## config.mk

```make
export PLATFORM = sky130hd
export DESIGN_NAME = auto_buffer_serial_transfer
export DESIGN_NICKNAME = d
export VERILOG_FILES = /design/src/rtl/auto_xfer_pkg.sv /design/src/rtl/auto_buffer_serial_transfer.sv
export SDC_FILE = /design/constraint.sdc
export NUM_CORES = 1
export LEC_CHECK = 0
export ABC_AREA = 1
export BUFFER_PORTS_ARGS = -buffer_cell sky130_fd_sc_hd__buf_2
export CORE_ASPECT_RATIO = 0.6
export CORE_MARGIN = 8
export CORE_UTILIZATION = 50
export CTS_CLUSTER_DIAMETER = 50
export DETAILED_ROUTE_END_ITERATION = 10
export PLACE_DENSITY = 0.64
export REMOVE_ABC_BUFFERS = 1
export SYNTH_ARGS = -nofsm -noshare
export SYNTH_HDL_FRONTEND = slang
export SYNTH_SLANG_ARGS = --single-unit
```

## constraint.sdc

```tcl
create_clock -name core_clk -period 8.6 [get_ports core_clk]
set_input_delay 0.86 -clock core_clk [delete_from_list [all_inputs] [get_ports core_clk]]
set_output_delay 0.86 -clock core_clk [all_outputs]
set_load 0.005 [all_outputs]
```

## src/rtl/auto_xfer_pkg.sv

```systemverilog
// Purpose: Shared constants, types and helpers for the buffered serial engine.
// Assumes: Wishbone classic slave, 32-bit data, byte address on wbAdr.
// Notes: Register words are aligned; narrow fields sit in the low bits.
package auto_xfer_pkg;

    // Bus and buffer geometry.
    localparam int ADR_W = 8;
    localparam int DAT_W = 32;
    localparam int BYTE_W = 8;
    localparam int RAM_DEPTH = 32;
    localparam int RAM_AW = 5;

    // Register byte offsets.
    localparam logic [ADR_W-1:0] OFS_MODE = 8'h00;
    localparam logic [ADR_W-1:0] OFS_STATUS = 8'h04;
    localparam logic [ADR_W-1:0] OFS_TRIGGER = 8'h08;
    localparam logic [ADR_W-1:0] OFS_END_PTR = 8'h0C;
    localparam logic [ADR_W-1:0] OFS_ADDR_CNT = 8'h10;
    localparam logic [ADR_W-1:0] OFS_INTERVAL = 8'h14;

    // Buffer RAM window: address bit 7 set, word index in bits 6..2.
    localparam int RAM_SEL_BIT = 7;
    localparam int RAM_IDX_LSB = 2;

    // Field positions in the trigger and status words.
    localparam int TRIG_START_BIT = 0;
    localparam int TRIG_SUSPEND_BIT = 1;
    localparam int STAT_BUSY_BIT = 0;
    localparam int STAT_DONE_BIT = 1;

    // Reset values.
    localparam logic [BYTE_W-1:0] MODE_RESET = 8'h00;
    localparam logic [BYTE_W-1:0] INTERVAL_RESET = 8'h00;
    localparam logic [RAM_AW-1:0] ADDR_RESET = 5'h00;

    // Bits in one transfer unit.
    localparam logic [3:0] BITS_PER_UNIT = 4'h8;

    // Mode register layout, bit 7 down to bit 0.
    typedef struct packed {
        logic ifaceEnable;
        logic autoModeEnable;
        logic repeatMode;
        logic masterSel;
        logic txEnable;
        logic rxEnable;
        logic bitOrderLsb;
        logic spare;
    } serial_mode_t;

    // Engine states.
    typedef enum logic [2:0] {
        ST_IDLE,
        ST_LOAD,
        ST_SHIFT,
        ST_STORE,
        ST_GAP
    } xfer_state_t;

    // Bit that leaves the shifter next, for either bit order.
    function automatic logic outBit(input logic [BYTE_W-1:0] d,
                                    input logic lsbFirst);
        outBit = lsbFirst ? d[0] : d[BYTE_W-1];
    endfunction : outBit

    // Shifter value after one bit is taken in.
    function automatic logic [BYTE_W-1:0] shiftIn(
        input logic [BYTE_W-1:0] d, input logic lsbFirst, input logic b);
        shiftIn = lsbFirst ? {b, d[BYTE_W-1:1]} : {d[BYTE_W-2:0], b};
    endfunction : shiftIn

endpackage : auto_xfer_pkg

```

## src/rtl/auto_buffer_serial_transfer.sv

```systemverilog
// Purpose: Automatic buffer-RAM serial transfer engine with Wishbone access.
// Assumes: Serial clock comes from the partner and idles high.
// Notes: All pin inputs pass a two-stage synchroniser before use.
// Function
// - Received byte stored at counter address, counter increments.
// - Counter equals pointer: stop, flag, clear counter/busy.
// - Transmit-only sends bytes without storing received data.
// - Start needs enable, auto mode, transmit enable; the code also starts with receive enable alone.
// - Transmit-only sets flag after last byte, busy clears.
// - Serial input pin released when reception unused.
// - Interval register spaces bytes; collisions may lengthen it.
// - Repeat start also needs repeat mode bit.
// - Repeat end: no flag, counter zero, resend.
// - Output data changes on serial clock falling edge; the code drives the first bit of each byte at load instead.
// - Eight-bit units, order bit selects MSB/LSB first.
// - Software writes suspend bit to suspend transfer.
// - Suspend waits for current byte to complete.
// - Suspension clears busy after the eighth bit.
// - Halt pauses between bytes, release resumes.
// - Input sampled on serial clock rising edge.
// - Disable ends silently; other endings raise flag.
//
// Added by the designer: the Wishbone slave port and the register offsets.
`timescale 1ns/1ps
module auto_buffer_serial_transfer
    import auto_xfer_pkg::*;
(
    // Clock and reset.
    input wire logic core_clk,
    input wire logic nrst,
    // Wishbone classic slave.
    input wire logic wbCyc,
    input wire logic wbStb,
    input wire logic wbWe,
    input wire logic [3:0] wbSel,
    input wire logic [auto_xfer_pkg::ADR_W-1:0] wbAdr,
    input wire logic [auto_xfer_pkg::DAT_W-1:0] wbDatIn,
    output logic [auto_xfer_pkg::DAT_W-1:0] wbDatOut,
    output logic wbAck,
    // Serial link pins.
    input wire logic serialClockPin,
    input wire logic serialInPin,
    output logic serialOutPin,
    output logic serialOutOe,
    output logic portPinAltRelease,
    // Processor and status.
    input wire logic cpuHalt,
    output logic xferDoneIrq,
    output logic xferInProgress
);
    import auto_xfer_pkg::*;

    // Buffer RAM, one byte per word slot.
    logic [BYTE_W-1:0] bufRam [RAM_DEPTH];

    // Software-visible registers; the pending-suspend flag is internal.
    serial_mode_t serialMode_reg; // Mode and enable bits.
    logic [RAM_AW-1:0] xferEndPointer_reg; // Index of the last byte.
    logic [BYTE_W-1:0] xferInterval_reg; // Gap length in core cycles.
    logic [RAM_AW-1:0] xferAddrCounter_reg; // Current buffer index.
    logic xferDoneFlag_reg; // Sticky completion flag.
    logic busy_reg; // Transfer in progress.
    logic suspendPending_reg; // Suspend request waiting for byte end.

    // Engine state.
    xfer_state_t state_reg;
    logic [BYTE_W-1:0] shift_reg; // Serial shift register.
    logic [3:0] bitCnt_reg; // Bits taken in this byte.
    logic [BYTE_W-1:0] gapCnt_reg; // Interval counter.

    // Synchronisers and edge finder for the link pins.
    logic sclkMeta_reg, sclkSync_reg, sclkPrev_reg;
    logic sinMeta_reg, sinSync_reg;

    // Output flops.
    logic ack_reg;
    logic [DAT_W-1:0] rdData_reg;
    logic sout_reg, soutOe_reg, release_reg, irq_reg;

    // Decoded bus, link-edge and engine terms.
    logic busReq, busWrite, ramSel, cpuRamReq, engGrant;
    logic [RAM_AW-1:0] ramIdx;
    logic startReq, suspendReq, clearDone;
    logic sclkRise, sclkFall, startOk, lastByte, doneSet;

    // Decode a request once per cycle; the write lands on the ack edge.
    assign busReq = wbCyc && wbStb && !ack_reg;
    assign busWrite = busReq && wbWe && wbSel[0];
    assign ramSel = wbAdr[RAM_SEL_BIT];
    assign ramIdx = wbAdr[RAM_IDX_LSB +: RAM_AW];
    // The CPU owns the buffer port whenever it addresses it.
    assign cpuRamReq = wbCyc && wbStb && ramSel;
    assign engGrant = !cpuRamReq;
    assign startReq = busWrite && !ramSel && (wbAdr == OFS_TRIGGER)
                      && wbDatIn[TRIG_START_BIT];
    assign suspendReq = busWrite && !ramSel && (wbAdr == OFS_TRIGGER)
                        && wbDatIn[TRIG_SUSPEND_BIT];
    assign clearDone = busWrite && !ramSel && (wbAdr == OFS_STATUS)
                       && wbDatIn[STAT_DONE_BIT];
    // Both auto modes need enable and auto bit; repeat needs transmit too.
    assign startOk = serialMode_reg.ifaceEnable
                     && serialMode_reg.autoModeEnable
                     && (serialMode_reg.txEnable || serialMode_reg.rxEnable)
                     && (!serialMode_reg.repeatMode
                         || serialMode_reg.txEnable);
    assign sclkRise = sclkSync_reg && !sclkPrev_reg;
    assign sclkFall = !sclkSync_reg && sclkPrev_reg;
    assign lastByte = (xferAddrCounter_reg == xferEndPointer_reg);
    // A byte that ends the block or a suspension raises the flag.
    assign doneSet = (state_reg == ST_STORE) && engGrant
                     && serialMode_reg.ifaceEnable
                     && ((lastByte && !serialMode_reg.repeatMode)
                         || suspendPending_reg);

    // Pin synchronisers; only the second stage is read by logic.
    always_ff @(posedge core_clk or negedge nrst) begin
        if (!nrst) begin
            sclkMeta_reg <= 1'b1;
            sclkSync_reg <= 1'b1;
            sclkPrev_reg <= 1'b1;
            sinMeta_reg <= 1'b0;
            sinSync_reg <= 1'b0;
        end else begin
            sclkMeta_reg <= serialClockPin;
            sclkSync_reg <= sclkMeta_reg;
            sclkPrev_reg <= sclkSync_reg;
            sinMeta_reg <= serialInPin;
            sinSync_reg <= sinMeta_reg;
        end
    end

    // Wishbone answer: one ack per request, data registered with it.
    always_ff @(posedge core_clk or negedge nrst) begin
        if (!nrst) begin
            ack_reg <= 1'b0;
            rdData_reg <= '0;
        end else begin
            ack_reg <= busReq;
            rdData_reg <= '0;
            if (busReq && ramSel) begin
                rdData_reg[BYTE_W-1:0] <= bufRam[ramIdx];
            end else if (busReq) begin
                case (wbAdr)
                    OFS_MODE: rdData_reg[BYTE_W-1:0] <= serialMode_reg;
                    OFS_STATUS: begin
                        rdData_reg[STAT_BUSY_BIT] <= busy_reg;
                        rdData_reg[STAT_DONE_BIT] <= xferDoneFlag_reg;
                    end
                    OFS_END_PTR: rdData_reg[RAM_AW-1:0] <= xferEndPointer_reg;
                    OFS_ADDR_CNT: begin
                        rdData_reg[RAM_AW-1:0] <= xferAddrCounter_reg;
                    end
                    OFS_INTERVAL: rdData_reg[BYTE_W-1:0] <= xferInterval_reg;
                    // Trigger and unmapped words read as zero.
                    default: rdData_reg <= '0;
                endcase
            end
        end
    end

    // Configuration registers written by software.
    always_ff @(posedge core_clk or negedge nrst) begin
        if (!nrst) begin
            serialMode_reg <= MODE_RESET;
            xferEndPointer_reg <= ADDR_RESET;
            xferInterval_reg <= INTERVAL_RESET;
        end else if (busWrite && !ramSel) begin
            case (wbAdr)
                OFS_MODE: serialMode_reg <= wbDatIn[BYTE_W-1:0];
                OFS_END_PTR: xferEndPointer_reg <= wbDatIn[RAM_AW-1:0];
                OFS_INTERVAL: xferInterval_reg <= wbDatIn[BYTE_W-1:0];
                // Other offsets hold no configuration.
                default: xferInterval_reg <= xferInterval_reg;
            endcase
        end
    end

    // Buffer RAM port: the CPU is served first, the engine otherwise.
    always_ff @(posedge core_clk) begin
        if (busWrite && ramSel) begin
            bufRam[ramIdx] <= wbDatIn[BYTE_W-1:0];
        end else if (state_reg == ST_STORE && engGrant
                     && serialMode_reg.rxEnable) begin
            bufRam[xferAddrCounter_reg] <= shift_reg;
        end
    end

    // Transfer sequencer: load, shift, store, gap.
    always_ff @(posedge core_clk or negedge nrst) begin
        if (!nrst) begin
            state_reg <= ST_IDLE;
            xferAddrCounter_reg <= ADDR_RESET;
            busy_reg <= 1'b0;
            suspendPending_reg <= 1'b0;
            shift_reg <= '0;
            bitCnt_reg <= '0;
            gapCnt_reg <= '0;
        end else if (!serialMode_reg.ifaceEnable) begin
            // Stop without a flag and clear the counter.
            state_reg <= ST_IDLE;
            xferAddrCounter_reg <= ADDR_RESET;
            busy_reg <= 1'b0;
            suspendPending_reg <= 1'b0;
        end else begin
            // A suspend only takes effect at the next byte end.
            if (suspendReq && busy_reg) begin
                suspendPending_reg <= 1'b1;
            end
            case (state_reg)
                ST_IDLE: begin
                    suspendPending_reg <= 1'b0;
                    if (startReq && startOk) begin
                        busy_reg <= 1'b1;
                        state_reg <= ST_LOAD;
                    end
                end
                ST_LOAD: begin
                    // Halt and CPU traffic hold the engine between bytes.
                    if (engGrant && !cpuHalt) begin
                        shift_reg <= bufRam[xferAddrCounter_reg];
                        bitCnt_reg <= '0;
                        state_reg <= ST_SHIFT;
                    end
                end
                ST_SHIFT: begin
                    if (sclkRise) begin
                        shift_reg <= shiftIn(shift_reg,
                            serialMode_reg.bitOrderLsb, sinSync_reg);
                        bitCnt_reg <= bitCnt_reg + 4'h1;
                    end
                    if (bitCnt_reg == BITS_PER_UNIT) begin
                        state_reg <= ST_STORE;
                    end
                end
                ST_STORE: begin
                    // Transmit-only skips the write but keeps the order.
                    if (engGrant) begin
                        gapCnt_reg <= xferInterval_reg;
                        if (lastByte && !serialMode_reg.repeatMode) begin
                            xferAddrCounter_reg <= ADDR_RESET;
                            busy_reg <= 1'b0;
                            state_reg <= ST_IDLE;
                        end else if (suspendPending_reg) begin
                            busy_reg <= 1'b0;
                            state_reg <= ST_IDLE;
                            if (!lastByte) begin
                                xferAddrCounter_reg <=
                                    xferAddrCounter_reg + 5'h01;
                            end else begin
                                xferAddrCounter_reg <= ADDR_RESET;
                            end
                        end else if (lastByte) begin
                            xferAddrCounter_reg <= ADDR_RESET;
                            state_reg <= ST_GAP;
                        end else begin
                            xferAddrCounter_reg <=
                                xferAddrCounter_reg + 5'h01;
                            state_reg <= ST_GAP;
                        end
                    end
                end
                ST_GAP: begin
                    // The interval stretches while the CPU holds the buffer.
                    if (!cpuHalt && engGrant) begin
                        if (gapCnt_reg == '0) begin
                            state_reg <= ST_LOAD;
                        end else begin
                            gapCnt_reg <= gapCnt_reg - 8'h01;
                        end
                    end
                end
                default: state_reg <= ST_IDLE;
            endcase
        end
    end

    // Sticky completion flag; a set in the clearing cycle wins.
    always_ff @(posedge core_clk or negedge nrst) begin
        if (!nrst) begin
            xferDoneFlag_reg <= 1'b0;
            irq_reg <= 1'b0;
        end else begin
            irq_reg <= doneSet;
            if (doneSet) begin
                xferDoneFlag_reg <= 1'b1;
            end else if (clearDone) begin
                xferDoneFlag_reg <= 1'b0;
            end
        end
    end

    // Serial output: first bit at load, later bits on falling edges.
    always_ff @(posedge core_clk or negedge nrst) begin
        if (!nrst) begin
            sout_reg <= 1'b1;
            soutOe_reg <= 1'b0;
            release_reg <= 1'b1;
        end else begin
            soutOe_reg <= serialMode_reg.ifaceEnable
                          && serialMode_reg.txEnable;
            // Without reception the input pin is free for port use.
            release_reg <= !(serialMode_reg.ifaceEnable
                             && serialMode_reg.rxEnable);
            if (state_reg == ST_LOAD && engGrant && !cpuHalt) begin
                sout_reg <= outBit(bufRam[xferAddrCounter_reg],
                                   serialMode_reg.bitOrderLsb);
            end else if (state_reg == ST_SHIFT && sclkFall
                         && bitCnt_reg != '0
                         && bitCnt_reg != BITS_PER_UNIT) begin
                sout_reg <= outBit(shift_reg,
                                   serialMode_reg.bitOrderLsb);
            end
        end
    end

    // Top-level outputs straight from flops.
    assign wbAck = ack_reg;
    assign wbDatOut = rdData_reg;
    assign serialOutPin = sout_reg;
    assign serialOutOe = soutOe_reg;
    assign portPinAltRelease = release_reg;
    assign xferDoneIrq = irq_reg;
    assign xferInProgress = busy_reg;
endmodule : auto_buffer_serial_transfer

```

==> results.md, run 1 <==
- Max Slew Vio Count: 0
- Number of buffers created by CTS: 34
- RSZ-0062 raised after global routing: false
- PwrDens: 191.5 mW/mm²
- Register area: 0.009450 mm²
- Peak Freq: 0.2719 GHz
- Multi-input logic area: 0.005722 mm²
- Pint: 2629 µW
- Hold Crit Class: reg2reg
- Final wirelength: 51.02 mm
- Post-Synth Simple-Gate Area: 19.02%
- IO Pins: 90
- Largest net degree at the start of global routing: 85
- Setup CP Type: in2reg
- Depth of the CTS H-tree: 2
- Largest family of logic cells by synthesized area: simple AND/OR/NAND/NOR gates
- Synth Area in XOR/XNOR: 0.5960%
- CTS clk-pin slew, worst paths: 0.06 ns
- Critical Path RT: 9.00 ns
- Max Cap Violations: 0
- Root buf cell: clkbuf_16
- Area contributors post-synth: edfxtp_1 (48%), dfrtp_1 (10%), nand2_1 (7.5%)
- Post-synthesis sequential area ratio: 58.43%
- Worst Skew: 0.01431 ns
- Mux cell area share after synthesis: 0%
- Count leader, synth: nand2_1
- Final Cycle Share: 42.77%
- Fill cell count: 2736
- Static Leakage: 0.006797 µW
- Slowest cell on the critical path: nand2_1
- Syn. warnings: 0
- Adder-Cell Fraction of Synth Area: 0.3870%
- Initial antenna violation count: 2
- Gate power share: 4.7%
- Main synth FF type: edfxtp_1
- First-pass GRT wire length: 76.06 mm
- Switching share of power: 22.66%
- Drc violations: 0
- TritonCTS clock tree: built
- Worst Setup End Kind: flip-flop
- CP max FO: 19
- Seq pwr share: 50.2%
- Critical-path cell list: buf_2 -> clkinv_1 -> nand2_1 -> inv_1 -> o21ai_0 -> nand3_1 -> o211ai_1 -> nand2_1
- Outcome: complete, no violations
- Share of synthesized flip-flops with an asynchronous set or reset: 21.47%
- Delay-heaviest family, CP: buffers and inverters
- Clock Tree Buf Depth: 3
- Least-Margin Pin Slew: 1.065 ns
- Core area: 0.03216 mm²
- Met1 Track Usage GR: 38.90%
- Max reg flops: 256
- Gr usage total: 26.04%
- Die ar.: 0.03853 mm²
- Cells after synthesis: 1726
- Hold slack: 0.3480 ns
- Setup TNS: 0 ns
- Fin crit period: 3.678 ns
- Vias per std cell: 6.205
- TritonRoute pass-1 iters: 8
- Share of the synthesized area in the top cell type: 47.55%
- Max incr delay on CP: 0.92 ns
- Routing usage on met3: 7.397%
- Site row count: 51
- Final setup violation count: 0
- Congestion Overflow GR: 0
- Post-CTS Hold Fix Bufs: 0
- Startpoint types: input port
- Final RePlAce weighted congestion: 0.9087
- Compound-cell area share of the yosys netlist: 14.55%
- Grt peak-use layer: met1
- DPL Wire Length: 31.70 mm
- Layout area overhead: 9.776%
- Avg Inst Size Synth: 9.366 µm²
- Rel. slew slack: 28.75%
- Post-CTS setup buffer count: 0
- Chip width: 248.1 µm
- EDFF count, synth: 256
- Most flops, register: bufRam
- Port Buf Inserts: 38
- VDD IR max: 0.0001874 V
- ANT nets after route: 0
- Worst skew pair latency: 0.54 ns
- DR WL/cell: 23.51 µm
- Area leader, netlist: edfxtp_1
- Final hold vios: 0
- P_sw: 770.1 µW
- Gates resized, CTS repair: 0
- Sink Count: 326
- Buffers & Inverters on Critical Path: 3
- Register bit count reported by yosys: 326
- Share of cells above drive strength 1: 9.513%
- Initial core utilization: 50.26%
- Synth cell count leaders: nand2_1 (324), edfxtp_1 (256), nor2_1 (184)
- CP most frequent cell: nand2_1
- Die Y: 155.3 µm
- Nets@finish: 1778
- Critical Path AT: 4.07 ns
- Post-Syn Area: 0.01617 mm²
- Vias in the first global route: 12560
- DRT iter0 DRCs: 2015
- Power share of the clock group: 45.1%
- Distinct cells, synth: 48
- Via Count: 13465
- GRT met2 Usage: 35.84%
==> per-layer routing <==
layer,vias to the layer above,part of all wire (%)
li1,5998,-
met3,145,13
met2,918,41
met5,-,0
met1,6404,43
met4,0,2.7
==> power by group through the flow <==
| stage | Clock, µW | Combinational [µW] | Sequential [µW] |
|---|---|---|---|
| CTS | 1540 | 154 | 1710 |
| finish | 1530 | 160 | 1710 |
| floorplan | 0 | 74.5 | 1740 |
| global route | 1600 | 169 | 1710 |
| global placement | 0 | 152 | 1740 |
| detailed placement | 0 | 154 | 1740 |
==> final timing paths <==
kind | start | to | slack (ns) | cells past startpoint
setup / recovery | wbAdr[4] | wbDatOut[0]$_DFF_PN0_ | 4.92 | 8
hold / removal | sinMeta_reg$_DFF_PN0_ | sinSync_reg$_DFF_PN0_ | 0.35 | 0
setup reg to reg | state_reg[2]$_DFFE_PN0P_ | bufRam[6][5]$_DFFE_PP_ | 5.20 | 9
hold reg to reg | sinMeta_reg$_DFF_PN0_ | sinSync_reg$_DFF_PN0_ | 0.35 | 0
max in group asynchronous | nrst | xferAddrCounter_reg[0]$_DFFE_PN0P_ | 7.45 | 1
min in group asynchronous | nrst | gapCnt_reg[5]$_DFFE_PN0P_ | 0.46 | 1
==> metrics by stage <==
stage | power, µW | cells | util (%) | worst slack [ns] | area (µm²)
floorplan | 1816 | 1624 | - | 3.171 | 15660
global placement | 1892 | 2109 | 51.63 | 4.604 | 16610
detailed placement | 1894 | 2109 | 51.63 | 4.554 | 16610
CTS | 3400 | 2169 | 55.17 | 5.092 | 17740
global route | 3473 | 2170 | 55.18 | 4.851 | 17750
finish | 3399 | 2170 | 55.18 | 4.922 | 17750
==> final cells by class <==
class | instances | area share [%]
flip-flops and latches | 326 | 53.25
repair buffers | 61 | 2.059
multi-input cells | 1155 | 32.24
well taps | 424 | 2.989
diodes | 1 | 0.01410
inverters | 143 | 3.032
clock inverters | 15 | 0.7333
clock buffers | 45 | 5.676
==> cells in the final DEF, fill, tap and decap left out, drive strengths merged, types with 45 or more instances in the layout <==
master | Yosys | layout
a22oi | 50 | 50
buf | 56 | 61
clkbuf | 69 | 45
dfrtp | 65 | 65
edfxtp | 256 | 256
inv | 135 | 137
nand2 | 330 | 330
nand3 | 169 | 169
nor2 | 190 | 190
o21ai | 185 | 185
o22ai | 58 | 58
==> cell families after synthesis <==
kind of cell / count (synthesis)
buf+inv: 268
other cells: 1
fa+ha+maj: 5
flops: 326
compound gates: 391
xor+xnor: 11
simple gates: 724
No activity file was read; power rests on OpenSTA's default activity.
==> run 2: changes to the inputs <==
==> constraint.sdc (replaced) <==
create_clock -name core_clk -period 3.85 [get_ports core_clk]
set_input_delay 0.385 -clock core_clk [delete_from_list [all_inputs] [get_ports core_clk]]
set_output_delay 0.385 -clock core_clk [all_outputs]
set_load 0.005 [all_outputs]
==> run 2 against run 1 <==
Effect of this change: largest power group unchanged; core utilization grew 1.0 points; design area grew 1.8%; register-to-register slack lost 4.5 ns; global-route usage grew 0.48 points; highest routed layer unchanged; the flow now finishes with violations (hold timing).
==> results.md, run 2 (synthesized netlist as in run 1, its figures left out) <==
- Outcome: finished with violations
- Failing checks: hold timing
- Gr usage total: 26.51%
- Max Slew Vio Count: 0
- Chip width: 248.1 µm
- Final setup violation count: 0
- Site row count: 51
- Clock Tree Buf Depth: 3
- Dpl ws: 0.7939 ns
- Final instance area: 0.01807 mm²
- Vias per std cell: 6.114
- CP max FO: 27
- Worst Skew: 0.02016 ns
- Hold Crit Class: in2async
- Final Cycle Share: 80.62%
- Placed cell areas: 0.01697 mm²
- Drc violations: 0
- Max Cap Violations: 0
- DPL Wire Length: 33.16 mm
- IO Pins: 90
- Setup WS post-layout: 0.7462 ns
- Commonest non-fill, non-tap cells in the layout: nand2_1 (324), edfxtp_1 (256), nor2_1 (183)
- Share of cells above drive strength 1: 11.96%
- Critical Path AT: 3.27 ns
- Initial core utilization: 50.26%
- Final hold vios: 21
- R2r setup slk: 0.75 ns
- Fin crit period: 3.104 ns
- Met1 wire length: 21.65 mm
- Critical Path RT: 4.02 ns
- First-pass GRT wire length: 77.32 mm
- Top Layer Used: met4
- ANT nets after route: 0
- Die ar.: 0.03853 mm²
- Gates resized, CTS repair: 0
- TritonCTS clock tree: built
- VDD IR max: 0.0003321 V
- Depth of the CTS H-tree: 2
- Worst skew pair latency: 0.54 ns
- Port Buf Inserts: 38
- Nets@finish: 1829
- Tot Pwr: 7441 µW
- Die Y: 155.3 µm
- Max reg flops: 256
- CP most frequent cell: inv_2
- Rel. slew slack: 38.21%
- DRT iter0 DRCs: 1920
- CTS clk-pin slew, worst paths: 0.06 ns
- Root buf cell: clkbuf_16
- Hold slack: -0.02982 ns
- Number of buffers created by CTS: 34
- Final wirelength: 51.40 mm
- Most common cell after layout, fill and taps aside: nand2_1
- Layout area overhead: 11.79%
- Peak Freq: 0.3222 GHz
- Static Leakage: 0.007031 µW
- Final RePlAce weighted congestion: 0.9488
- PwrDens: 411.8 mW/mm²
- Max incr delay on CP: 0.67 ns
- Setup CP Type: reg2reg
- Via Count: 13592
- Met3 wire length: 7.078 mm
- Sink Count: 326
- Startpoint types: flip-flop
- Core area: 0.03216 mm²
- Most flops, register: bufRam
- Congestion Overflow GR: 0
- Slowest cell on the critical path: nor2_1
- Initial antenna violation count: 2
- DR WL/cell: 23.12 µm
- Fill cell count: 2808
- Worst Setup End Kind: flip-flop
- RSZ-0062 raised after global routing: false
- Critical-path cell list: nor3_2 -> inv_2 -> nor2_2 -> inv_2 -> nor2_8 -> nand2_1 -> o21ai_0 -> nand3_2 -> nor2_1
- Largest net degree at the start of global routing: 84
- Metal2 WL: 21.15 mm
- Vias in the first global route: 12779
- Least-Margin Pin Slew: 0.9269 ns
- TritonRoute pass-1 iters: 6
-- run 2: routing by layer --
metal | track usage (%) | vias to the layer above
met5 | 0 | -
met2 | 36.51 | 883
met3 | 7.534 | 159
met4 | 9.276 | 0
li1 | - | 6101
met1 | 39.33 | 6449
-- run 2: per-stage QoR --
step | TNS (ns) | instances | util [%]
after global placement | 0 | 2158 | 52.75
after floorplan | -14.56 | 1624 | -
after CTS | 0 | 2222 | 56.18
after detailed placement | 0 | 2158 | 52.75
final | 0 | 2223 | 56.19
after global routing | 0 | 2222 | 56.18
-- run 2: path summary, 6_finish.rpt --
path,depth (start not counted),endpoint,from
setup / recovery,9,bufRam[27][2]$_DFFE_PP_,state_reg[2]$_DFFE_PN0P_
min in group core_clk,4,wbDatOut[1]$_DFF_PN0_,wbAdr[7]
hold reg to reg,0,sinSync_reg$_DFF_PN0_,sinMeta_reg$_DFF_PN0_
max in group asynchronous,1,xferAddrCounter_reg[0]$_DFFE_PN0P_,nrst
hold / removal,1,gapCnt_reg[7]$_DFFE_PN0P_,nrst
setup reg to reg,9,bufRam[27][2]$_DFFE_PP_,state_reg[2]$_DFFE_PN0P_
-- run 2: worst max-delay path, delay by kind of cell (launching register included) --
family	cells	cell delay (ns)
and+or+nand+nor	6	1.89
buffers and inverters	2	0.18
DFF	1	0.45
AOI/OAI and AO/OA	1	0.20
-- run 2: cell type report --
| class | count | area, µm² | area share (%) |
|---|---|---|---|
| Antenna cell | 1 | 2.502 | 0.01385 |
| Clock buffer | 47 | 997.2 | 5.518 |
| Clock inverter | 15 | 85.08 | 0.4708 |
| Inverter | 143 | 538.0 | 2.977 |
| Multi-Input combinational cell | 1155 | 5714 | 31.62 |
| Sequential cell | 326 | 9450 | 52.30 |
| Tap cell | 424 | 530.5 | 2.936 |
| Timing Repair Buffer | 112 | 753.2 | 4.168 |
-- run 2: repair_timing --
action / CTS / global route
endpoints found under the hold margin: 2 / 0
setup buffers: 0 / 0
hold buffers: 2 / 0
-- run 2: where the power goes --
part | leakage [µW] | internal [µW] | total [µW] | switching, µW
combinational | 0.00330 | 87.6 | 366 | 278
sequential | 0.00320 | 3810 | 3810 | 4.19
clock | 0.000533 | 1830 | 3260 | 1440
total | 0.00703 | 5720 | 7440 | 1720
